--- config.mk ---
export PLATFORM = sky130hd
export DESIGN_NAME = psm_mapper
export DESIGN_NICKNAME = d
export VERILOG_FILES = /design/src/psm_pkg.sv /design/src/psm_lane.sv /design/src/psm_mapper.sv
export SDC_FILE = /design/constraint.sdc
export NUM_CORES = 1
export LEC_CHECK = 0
export BUFFER_PORTS_ARGS = -buffer_cell sky130_fd_sc_hd__buf_2
export CAP_MARGIN = 30
export CORE_MARGIN = 1
export CORE_UTILIZATION = 53
export CTS_BUF_LIST = sky130_fd_sc_hd__clkbuf_4
export DETAILED_ROUTE_END_ITERATION = 10
export GPL_TIMING_DRIVEN = 0
export PLACE_DENSITY = 0.93
export SLEW_MARGIN = 25
export SYNTH_ARGS = -nofsm -noshare
export SYNTH_HDL_FRONTEND = slang
export SYNTH_SLANG_ARGS = --single-unit
--- constraint.sdc ---
create_clock -name sys_clk -period 4.6 [get_ports sys_clk]
set_input_delay 0.46 -clock sys_clk [delete_from_list [all_inputs] [get_ports sys_clk]]
set_output_delay 0.46 -clock sys_clk [all_outputs]
set_load 0.05 [all_outputs]
--- src/psm_pkg.sv ---
package psm_pkg;
  // address widths
  localparam int PSM_EA_W   = 16;
  localparam int PSM_PA_W   = 24;
  localparam int PSM_PAGE_W = 8;
  // field positions
  localparam int PSM_EA_TOP   = 15;
  localparam int PSM_CFG_BIT  = 7;
  localparam int PSM_VIS_EN_B = 2;
  // program counter step per program word
  localparam logic [23:0] PSM_PC_STEP = 24'h00_0002;
  // reset values
  localparam logic [7:0]  PSM_PAGE_RST = 8'h00;
  localparam logic [15:0] PSM_CTRL_RST = 16'h0000;
  localparam logic [23:0] PSM_PC_RST   = 24'h00_0000;
  // implemented configuration-space window, arbitrary bounds
  localparam logic [23:0] PSM_CFG_LO = 24'hFF_0000;
  localparam logic [23:0] PSM_CFG_HI = 24'hFF_0003;

  // request operations: none, table reads and writes, data access
  typedef enum logic [2:0] {
    PSM_OP_NONE  = 3'b000,
    PSM_OP_RDL   = 3'b001,
    PSM_OP_RDH   = 3'b010,
    PSM_OP_WTL   = 3'b011,
    PSM_OP_WTH   = 3'b100,
    PSM_OP_DATA  = 3'b101
  } psm_op_t;
endpackage : psm_pkg

--- src/psm_lane.sv ---
`timescale 1ns/1ps
// data-lane steering for table reads
module psm_lane (
  // request
  input  wire logic        high_sel,
  input  wire logic        byte_mode,
  input  wire logic        byte_sel,
  // program word
  input  wire logic [23:0] prog_word,
  // result
  output logic      [15:0] rd_data
);
  // pick lanes; the phantom high byte always reads zero
  always_comb begin
    if (!high_sel) begin
      if (!byte_mode) begin
        rd_data = prog_word[15:0];
      end else begin
        rd_data = byte_sel ? {8'h00, prog_word[15:8]}
                           : {8'h00, prog_word[7:0]};
      end
    end else begin
      if (!byte_mode) begin
        rd_data = {8'h00, prog_word[23:16]};
      end else begin
        rd_data = byte_sel ? 16'h0000 : {8'h00, prog_word[23:16]};
      end
    end
  end
endmodule : psm_lane

--- src/psm_mapper.sv ---
`timescale 1ns/1ps
// Functional notes
// - table address is page over effective address
// - page top bit selects configuration space
// - window address is page over low fifteen
// - window accesses always hit user memory
// - page bit zero forms address bit fifteen
// - program word address LSB held zero
// - table operations accept any byte alignment
// - configuration space: reads only, implemented locations
// - low word read returns low program word
// - low byte read picks byte by select
// - high word read zeroes phantom byte
// - high byte read phantom select returns zero
// - only high table ops touch upper byte
// - program counter steps two per word
// - window is read-only, low word only
// - redirect only when enabled and top bit
module psm_mapper (
  // clock and reset
  input  wire logic        sys_clk,
  input  wire logic        rst_n,
  // page and control register writes
  input  wire logic        table_page_we,
  input  wire logic [7:0]  table_page_wdata,
  input  wire logic        visibility_page_we,
  input  wire logic [7:0]  visibility_page_wdata,
  input  wire logic        processor_control_we,
  input  wire logic [15:0] processor_control_wdata,
  // processor request
  input  wire logic        req_valid,
  input  wire psm_pkg::psm_op_t req_op,
  input  wire logic        req_write,
  input  wire logic        req_byte_mode,
  input  wire logic [15:0] effective_address,
  input  wire logic [15:0] req_wdata,
  input  wire logic        pc_advance,
  // program memory read data
  input  wire logic [23:0] prog_rdata,
  // program memory request
  output logic             prog_rd,
  output logic             prog_wr_low,
  output logic             prog_wr_high,
  output logic             prog_cfg,
  output logic      [23:0] prog_addr,
  output logic      [15:0] prog_wdata,
  // data memory pass-through
  output logic             data_mem_sel,
  output logic      [15:0] data_mem_addr,
  // results
  output logic             rsp_valid,
  output logic      [15:0] rsp_data,
  output logic             rsp_refused,
  // register views
  output logic      [7:0]  table_page_reg,
  output logic      [7:0]  visibility_page_reg,
  output logic      [15:0] processor_control_reg,
  output logic      [23:0] pc
);

  // whole module state
  typedef struct packed {
    logic [7:0]  tpage;
    logic [7:0]  vpage;
    logic [15:0] ctrl;
    logic [23:0] pc;
    logic        p_rd;
    logic        p_wl;
    logic        p_wh;
    logic        p_cfg;
    logic [23:0] p_addr;
    logic [15:0] p_wdata;
    logic        d_sel;
    logic [15:0] d_addr;
    logic        pend;
    logic        pend_high;
    logic        pend_byte;
    logic        pend_bsel;
    logic        rsp_v;
    logic [15:0] rsp_d;
    logic        refused;
  } psm_state_t;

  psm_state_t st_r;
  psm_state_t st_nxt;
  logic [15:0] lane_data;

  // table address: page above full effective address, lsb cleared for the word
  function automatic logic [23:0] psm_table_addr(input logic [7:0] pg,
                                                  input logic [15:0] ea);
    psm_table_addr = {pg, ea[15:1], 1'b0};
  endfunction : psm_table_addr

  // window address: bit 23 forced low, ea top bit dropped
  function automatic logic [23:0] psm_window_addr(input logic [7:0] pg,
                                                   input logic [15:0] ea);
    psm_window_addr = {1'b0, pg, ea[14:1], 1'b0};
  endfunction : psm_window_addr

  // implemented configuration locations
  function automatic logic psm_cfg_ok(input logic [23:0] a);
    psm_cfg_ok = (a >= psm_pkg::PSM_CFG_LO) && (a <= psm_pkg::PSM_CFG_HI);
  endfunction : psm_cfg_ok

  // lane steering on the returned program word
  psm_lane u_lane (
    .high_sel  (st_r.pend_high),
    .byte_mode (st_r.pend_byte),
    .byte_sel  (st_r.pend_bsel),
    .prog_word (prog_rdata),
    .rd_data   (lane_data)
  );

  // next state
  always_comb begin
    logic        cfg;
    logic        vis;
    logic [23:0] ta;
    cfg = 1'b0;
    vis = 1'b0;
    ta  = '0;
    st_nxt = st_r;
    st_nxt.p_rd    = 1'b0;
    st_nxt.p_wl    = 1'b0;
    st_nxt.p_wh    = 1'b0;
    st_nxt.d_sel   = 1'b0;
    st_nxt.rsp_v   = 1'b0;
    st_nxt.refused = 1'b0;
    st_nxt.pend    = 1'b0;
    if (table_page_we) st_nxt.tpage = table_page_wdata;
    if (visibility_page_we) st_nxt.vpage = visibility_page_wdata;
    if (processor_control_we) st_nxt.ctrl = processor_control_wdata;
    // pc steps two so program words line up with data words
    if (pc_advance) st_nxt.pc = st_r.pc + psm_pkg::PSM_PC_STEP;
    // read data returns one cycle after the memory request
    if (st_r.pend) begin
      st_nxt.rsp_v = 1'b1;
      st_nxt.rsp_d = lane_data;
    end
    if (req_valid) begin
      unique case (req_op)
        psm_pkg::PSM_OP_RDL, psm_pkg::PSM_OP_RDH,
        psm_pkg::PSM_OP_WTL, psm_pkg::PSM_OP_WTH: begin
          // any byte alignment accepted; byte select is ea bit 0
          ta  = psm_table_addr(st_r.tpage, effective_address);
          cfg = st_r.tpage[psm_pkg::PSM_CFG_BIT];
          st_nxt.p_addr  = ta;
          st_nxt.p_cfg   = cfg;
          st_nxt.p_wdata = req_wdata;
          if (req_op == psm_pkg::PSM_OP_RDL || req_op == psm_pkg::PSM_OP_RDH) begin
            // config reads only at implemented locations
            if (cfg && !psm_cfg_ok(ta)) begin
              st_nxt.refused = 1'b1;
            end else begin
              st_nxt.p_rd      = 1'b1;
              st_nxt.pend      = 1'b1;
              st_nxt.pend_high = (req_op == psm_pkg::PSM_OP_RDH);
              st_nxt.pend_byte = req_byte_mode;
              st_nxt.pend_bsel = effective_address[0];
            end
          end else if (cfg) begin
            st_nxt.refused = 1'b1;
          end else begin
            st_nxt.p_wl = (req_op == psm_pkg::PSM_OP_WTL);
            st_nxt.p_wh = (req_op == psm_pkg::PSM_OP_WTH);
          end
        end
        psm_pkg::PSM_OP_DATA: begin
          vis = st_r.ctrl[psm_pkg::PSM_VIS_EN_B]
                && effective_address[psm_pkg::PSM_EA_TOP];
          if (vis && req_write) begin
            st_nxt.refused = 1'b1;
          end else if (vis) begin
            st_nxt.p_addr    = psm_window_addr(st_r.vpage, effective_address);
            st_nxt.p_cfg     = 1'b0;
            st_nxt.p_rd      = 1'b1;
            st_nxt.pend      = 1'b1;
            st_nxt.pend_high = 1'b0;
            st_nxt.pend_byte = 1'b0;
            st_nxt.pend_bsel = 1'b0;
          end else begin
            st_nxt.d_sel  = 1'b1;
            st_nxt.d_addr = effective_address;
          end
        end
        default: begin
          st_nxt.refused = 1'b0;
        end
      endcase
    end
  end

  // single state register
  always_ff @(posedge sys_clk or negedge rst_n) begin
    if (!rst_n) begin
      st_r       <= '0;
      st_r.tpage <= psm_pkg::PSM_PAGE_RST;
      st_r.vpage <= psm_pkg::PSM_PAGE_RST;
      st_r.ctrl  <= psm_pkg::PSM_CTRL_RST;
      st_r.pc    <= psm_pkg::PSM_PC_RST;
    end else begin
      st_r <= st_nxt;
    end
  end

  // outputs straight from flops
  assign prog_rd               = st_r.p_rd;
  assign prog_wr_low           = st_r.p_wl;
  assign prog_wr_high          = st_r.p_wh;
  assign prog_cfg              = st_r.p_cfg;
  assign prog_addr             = st_r.p_addr;
  assign prog_wdata            = st_r.p_wdata;
  assign data_mem_sel          = st_r.d_sel;
  assign data_mem_addr         = st_r.d_addr;
  assign rsp_valid             = st_r.rsp_v;
  assign rsp_data              = st_r.rsp_d;
  assign rsp_refused           = st_r.refused;
  assign table_page_reg        = st_r.tpage;
  assign visibility_page_reg   = st_r.vpage;
  assign processor_control_reg = st_r.ctrl;
  assign pc                    = st_r.pc;

  // assertions
  property p_addr_lsb;
    @(posedge sys_clk) disable iff (!rst_n)
      (prog_rd || prog_wr_low || prog_wr_high) |-> (prog_addr[0] == 1'b0);
  endproperty
  a_addr_lsb: assert property (p_addr_lsb) else $error("program address lsb set");

  property p_tbl_addr;
    @(posedge sys_clk) disable iff (!rst_n)
      (req_valid && req_op == psm_pkg::PSM_OP_RDL && !table_page_we
       && !table_page_reg[psm_pkg::PSM_CFG_BIT])
      |=> (prog_addr == {$past(table_page_reg), $past(effective_address[15:1]), 1'b0});
  endproperty
  a_tbl_addr: assert property (p_tbl_addr) else $error("table address wrong");

  property p_cfg_sel;
    @(posedge sys_clk) disable iff (!rst_n)
      (req_valid && req_op == psm_pkg::PSM_OP_RDH)
      |=> (prog_rd |-> prog_cfg == $past(table_page_reg[psm_pkg::PSM_CFG_BIT]));
  endproperty
  a_cfg_sel: assert property (p_cfg_sel) else $error("config select wrong");

  property p_win_addr;
    @(posedge sys_clk) disable iff (!rst_n)
      (req_valid && req_op == psm_pkg::PSM_OP_DATA && !req_write
       && processor_control_reg[psm_pkg::PSM_VIS_EN_B]
       && effective_address[psm_pkg::PSM_EA_TOP])
      |=> (prog_rd && !prog_cfg && prog_addr[23] == 1'b0
           && prog_addr[15] == $past(visibility_page_reg[0]));
  endproperty
  a_win_addr: assert property (p_win_addr) else $error("window address wrong");

  property p_no_redirect;
    @(posedge sys_clk) disable iff (!rst_n)
      (req_valid && req_op == psm_pkg::PSM_OP_DATA
       && !(processor_control_reg[psm_pkg::PSM_VIS_EN_B]
            && effective_address[psm_pkg::PSM_EA_TOP]))
      |=> (data_mem_sel && !prog_rd);
  endproperty
  a_no_redirect: assert property (p_no_redirect) else $error("data access redirected");

  property p_cfg_nowrite;
    @(posedge sys_clk) disable iff (!rst_n)
      (prog_wr_low || prog_wr_high) |-> !prog_cfg;
  endproperty
  a_cfg_nowrite: assert property (p_cfg_nowrite) else $error("config write issued");

  property p_rsp_timing;
    @(posedge sys_clk) disable iff (!rst_n)
      prog_rd |=> rsp_valid;
  endproperty
  a_rsp_timing: assert property (p_rsp_timing) else $error("read answer late");

  property p_win_ro;
    @(posedge sys_clk) disable iff (!rst_n)
      (req_valid && req_op == psm_pkg::PSM_OP_DATA && req_write
       && processor_control_reg[psm_pkg::PSM_VIS_EN_B]
       && effective_address[psm_pkg::PSM_EA_TOP])
      |=> (rsp_refused && !prog_wr_low && !prog_wr_high);
  endproperty
  a_win_ro: assert property (p_win_ro) else $error("window write not refused");

  property p_pc_step;
    @(posedge sys_clk) disable iff (!rst_n)
      pc_advance |=> (pc == $past(pc) + psm_pkg::PSM_PC_STEP);
  endproperty
  a_pc_step: assert property (p_pc_step) else $error("pc step not two");

endmodule : psm_mapper

Yosys cells after proc, flatten, opt, wreduce, memory -nomap -nowiden
Cells that the tools add are included. Widths: inputs -> output; s select.

Word-level logic and storage cells: 77. Memories: 0. RAM bits: 0. Memory bits (read-only): 0. Bits of input ports: 100. Latch bits: 0. Output and inout port bits: 135. Register bits: 139.

Mux-type cells: 32. Eq/ne operators: 9. Multipliers: 0. $add $sub $neg: 1. Div/mod/pow operators: 0. $lt $le $gt $ge: 2. Bitwise operators: 2. Reductions and logical operators: 12. Shift operators: 0.

Operators by type and width (number): $mux 65 (1); $mux 16 (4); $mux 17 (3); $mux 25 (2); $pmux 25 s2 (1); $add 24x2->24 const B (1); $ge 24x24->1 const B (1); $le 24x24->1 const B (1); $mux 21 (1); $mux 8 (2); $mux 4 (3); $mux 1 (9); $ne 2x2->1 const B (4); $pmux 4 s2 (1); $reduce_and 4->1 (2); $eq 3x2->1 const B (2); $eq 3x3->1 const B (2); $mux 2 (3); $reduce_and 6->1 (1); $logic_and 1x1->1 (4); $pmux 1 s2 (2); $reduce_or 4->1 (1); $eq 3x1->1 const B (1); $not 1->1 (2); 4 further kinds (4).

Depth between registers and ports, before layout
Depth after elaboration: 8. Depth in mapped cells: 8. Gate-level depth less buffers: 6.

Modules after synthesis
From an unflattened synthesis, not the netlist that was laid out.

Cell total of the unflattened synthesis: 572. Area total of the unflattened synthesis: 6751.5 µm².

By module, submodules not included: psm_mapper (cells an instance 533, area an instance 6414.9 µm², sequential area each 3378.2 µm², instances 1); psm_lane (cells an instance 39, area an instance 336.6 µm², sequential area each 0.0 µm², instances 1).

Worst setup path after synthesis
Ideal clock, no wire load.

Kind: register to register. Start point: register st_r (netlist bit table_page_reg[0]). End point: register st_r[18] (netlist bit). Buffers on the path: 0. Stages on the path, launching flop included: 6. Data required time: 4.479 ns. Arrival: 1.948 ns. Setup slack: 2.531 ns. Library setup time: 0.121 ns. Path through: dfrtp_1 -> or4b_1 -> nor4_2 -> a31oi_1 -> a21o_1 -> a22o_1.

Cells in the longest elaborated chain, start to end: 6. Elaborated cells between the ends (all ways): 7.

Ends and longest elaborated chain: start: declaration (line psm_mapper.sv:84) `psm_state_t st_r;`; start signal: assignment (line psm_mapper.sv:202) `st_r <= st_nxt;`; $ge 24x24->1 / $le 24x24->1 (equally long branches) (line psm_mapper.sv:102) `psm_cfg_ok = (a >= psm_pkg::PSM_CFG_LO) && (a <= psm_pkg::PSM_CFG_HI);`; $logic_and 1x1->1 (*) (line psm_mapper.sv:102); $logic_not 1->1 (*) (line psm_mapper.sv:152) `if (cfg && !psm_cfg_ok(ta)) begin`; $logic_and 1x1->1 (*) (line psm_mapper.sv:152); $ne 2x2->1 (no line) (*); $reduce_and 6->1 (no line) (*).

Mark *: on every way between the ends. The rest lies on a longest branch, timed or not. A chain may end at the register's enable or synchronous reset.

Final worst setup path
Start point: register st_r (netlist bit table_page_reg[5]). End point: register st_r[18] (netlist bit).

Same word-level chain as after synthesis.

==> flow_metrics.tcl <==
set metrics [dict create \
    status "finished, final reports clean" \
    drv_cap 0 \
    crit_fanout 4 \
    grt_pass1_wl_um 22900 \
    cp.required_ps 5000 \
    die_w_um 104 \
    vias_per_cell 5.22 \
    grt_pass1_vias 4766 \
    clkLatencyLatePin_ps 520 \
    io_buffers 227 \
    post-route-period-util 0.437 \
    ios 235 \
    root_buffer "clkbuf_4" \
    antenna_found_initial 1 \
    gp_congestion 0.906 \
    placed_cell_area_mm2 0.00690 \
    initial_core_util 0.543 \
    clk_pin_slew_worst_paths_ps 110 \
    multiInputGateArea_mm2 0.00203 \
    overflow 0 \
    drtPass1Iterations 5 \
    async_reset_ff_frac 1.00 \
    post-route-drc-count 0 \
    ys_ff_latch 135 \
    worst_slew_pin_slew_ps 528 \
    via_count 4550 \
    timing.final.hold_violations 0 \
    worstPathCellList "or4b_1, nor4_2, a31oi_1, a21o_1, a22o_1" \
    clock_path_buffers 2 \
    grt_start_max_net_pins 71 \
    setup_viol 0 \
    tns_ps 0 \
    synth_cell_types 38 \
    die_h_um 104 \
    path_class "reg2reg" \
    ir_drop_uv 578 \
    critPathMaxStageDelay_ps 510 \
    cp_top_family "simple AND/OR/NAND/NOR gates" \
    ant_nets 0 \
    fmax_ghz 0.497 \
    ys.flop_type "dfrtp_1" \
    dp_cells 837 \
    path_buf_inv 0 \
    fin_crit_ps 2010 \
    post_synth_fa_ha_maj_area_fraction 0.00225 \
    rows 37 \
    fin_worst_skew_ps 20.0 \
    cts_made_buffers 17 \
    ys_warn_count 0 \
    die_area_mm2 0.0109 \
    syn_avg_cell_area_um2 11.8 \
    core_region_area_mm2 0.0102 \
    drt_iter0_drc 231 \
    postCtsSetupRepairBufs 0 \
    layout.nets 822 \
    end_kind "flip-flop" \
    drive_above_1_share 0.450 \
    synthMuxAreaShare 0.140 \
    worstPathArrival_ps 2410 \
    synth_xor_xnor_area_share 0.0363 \
    area_growth_pct 29.2 \
    cts_sinks 135 \
    synthSimpleGateAreaFrac 0.133 \
    htreeDepth 4 \
    seq_area_frac_synth 0.608 \
    power.leakage_nw 3.68 \
    p_per_area_mw_per_mm2 508 \
    rsz0062_at_grt "false" \
    place.detailed.hpwl_um 10700 \
    post_drt_wl_per_cell_um 16.3 \
    tritoncts "built" \
    n_fill_cell 772 \
    synth_compound_area_frac 0.0527 \
    synth_edf_count 0 \
    cts_resized 0 \
    synthesis.instances 472 \
    finalWirelength_um 14200 \
    hold_path.class "in2reg" \
    regArea_mm2 0.00338 \
    cp-start-kind "flip-flop" \
    maxSlewHeadroom 0.647 \
    syn_area_mm2 0.00556 \
    synth_top_family_by_area "multiplexers" \
    fin_area_mm2 0.00718 \
    final_cells 871 \
    slew_violations 0 \
    pre_cts_ws_ps 2330 \
    worst_path_max_delay_cell "or4b_1" \
    worst_slack_ps 2590 \
    grt_usage 0.272 \
]
==> kinds of logic (layout without fill, tap and decap cells) <==
logic type / count (synthesis) / count (layout)
other cells: 1 / 3
xor+xnor: 23 / 23
compound gates: 52 / 52
mux: 70 / 70
flops: 135 / 135
fa+ha+maj: 1 / 1
buf+inv: 35 / 296
simple gates: 155 / 155
==> final timing paths <==
check                                startpoint                   endpoint  slack (ps)  depth (start not counted)
min                        effective_address[1]           data_mem_addr[1]         150                          3
min in group asynchronous                 rst_n  processor_control_reg[12]         460                          2
min reg2reg                    data_mem_addr[2]           data_mem_addr[2]         480                          2
max reg2reg                   table_page_reg[5]                   st_r[18]        2590                          5
max in group asynchronous                 rst_n                     pc[15]        3430                          3
max                           table_page_reg[5]                   st_r[18]        2590                          5
==> per-stage QoR <==
| step | hold slack [ps] | util | total power [mW] |
|---|---|---|---|
| 2_1_floorplan | 164 | - | 2.54 |
| 3_3_place_gp | 454 | 0.671 | 2.88 |
| 3_5_place_dp | 438 | 0.675 | 2.93 |
| 4_1_cts | 112 | 0.701 | 3.66 |
| 5_1_grt | 113 | 0.701 | 3.80 |
| 6_report | 149 | 0.701 | 3.65 |
==> placed cells by master, fill, tap and decap left out, types with 4 or more instances in the layout <==
cell type	n
clkbuf_1	13
mux2_2	62
a21oi_1	18
a31oi_1	9
clkbuf_4	20
o21ai_0	19
and2_1	4
dfrtp_1	135
nand2_1	86
mux2i_1	8
nor2_1	16
inv_1	10
xor2_1	8
nand4_1	5
and4_1	5
clkinv_1	5
nand3_1	19
and3_1	7
clkinv_2	4
xnor2_1	15
buf_2	233
==> per-layer routing <==
metal,vias up,routed length [um],track usage,share of wire
met5,-,0,0,0
met4,0,371,0.101,0.026
met3,33,950,0.0858,0.067
met2,191,7300,0.476,0.51
met1,2210,5590,0.309,0.39
li1,2116,-,-,-
==> area by class of cell <==
class                   instances  area share
well taps                     136      0.0237
clock buffers                  20      0.0209
clock inverters                12      0.0153
plain buffers                  24      0.0153
multi-input cells             303       0.283
inverters                      11     0.00575
flip-flops and latches        135       0.471
diodes                          1    0.000349
repair buffers                229       0.165
==> power breakdown <==
| group | total [mW] | switching, mW | internal [mW] |
|---|---|---|---|
| clock | 0.732 | 0.403 | 0.329 |
| sequential | 1.53 | 0.138 | 1.39 |
| combinational | 1.38 | 1.05 | 0.337 |
| total | 3.65 | 1.59 | 2.06 |
==> timing repair <==
action,in CTS,in global routing
hold endpoints to repair,65,0
hold buffers,1,0
setup endpoints to repair,0,0
==> worst min-delay path: cells and delay by family <==
kind                   cells  cell delay (ps)
AND/OR/NAND/NOR            2               80
buffers and inverters      1               90
==> cells in the mapped netlist (all sizes together), types with 9 or more instances <==
cell type,instances,area share
clkbuf,13,0.0088
nand3,19,0.017
a31oi,9,0.010
inv,10,0.0068
buf,11,0.011
nand2,86,0.058
nor2,16,0.011
mux2,62,0.13
o21ai,19,0.017
dfrtp,135,0.61
a21oi,18,0.016
xnor2,15,0.024
Power figures use the tool's default switching activity.
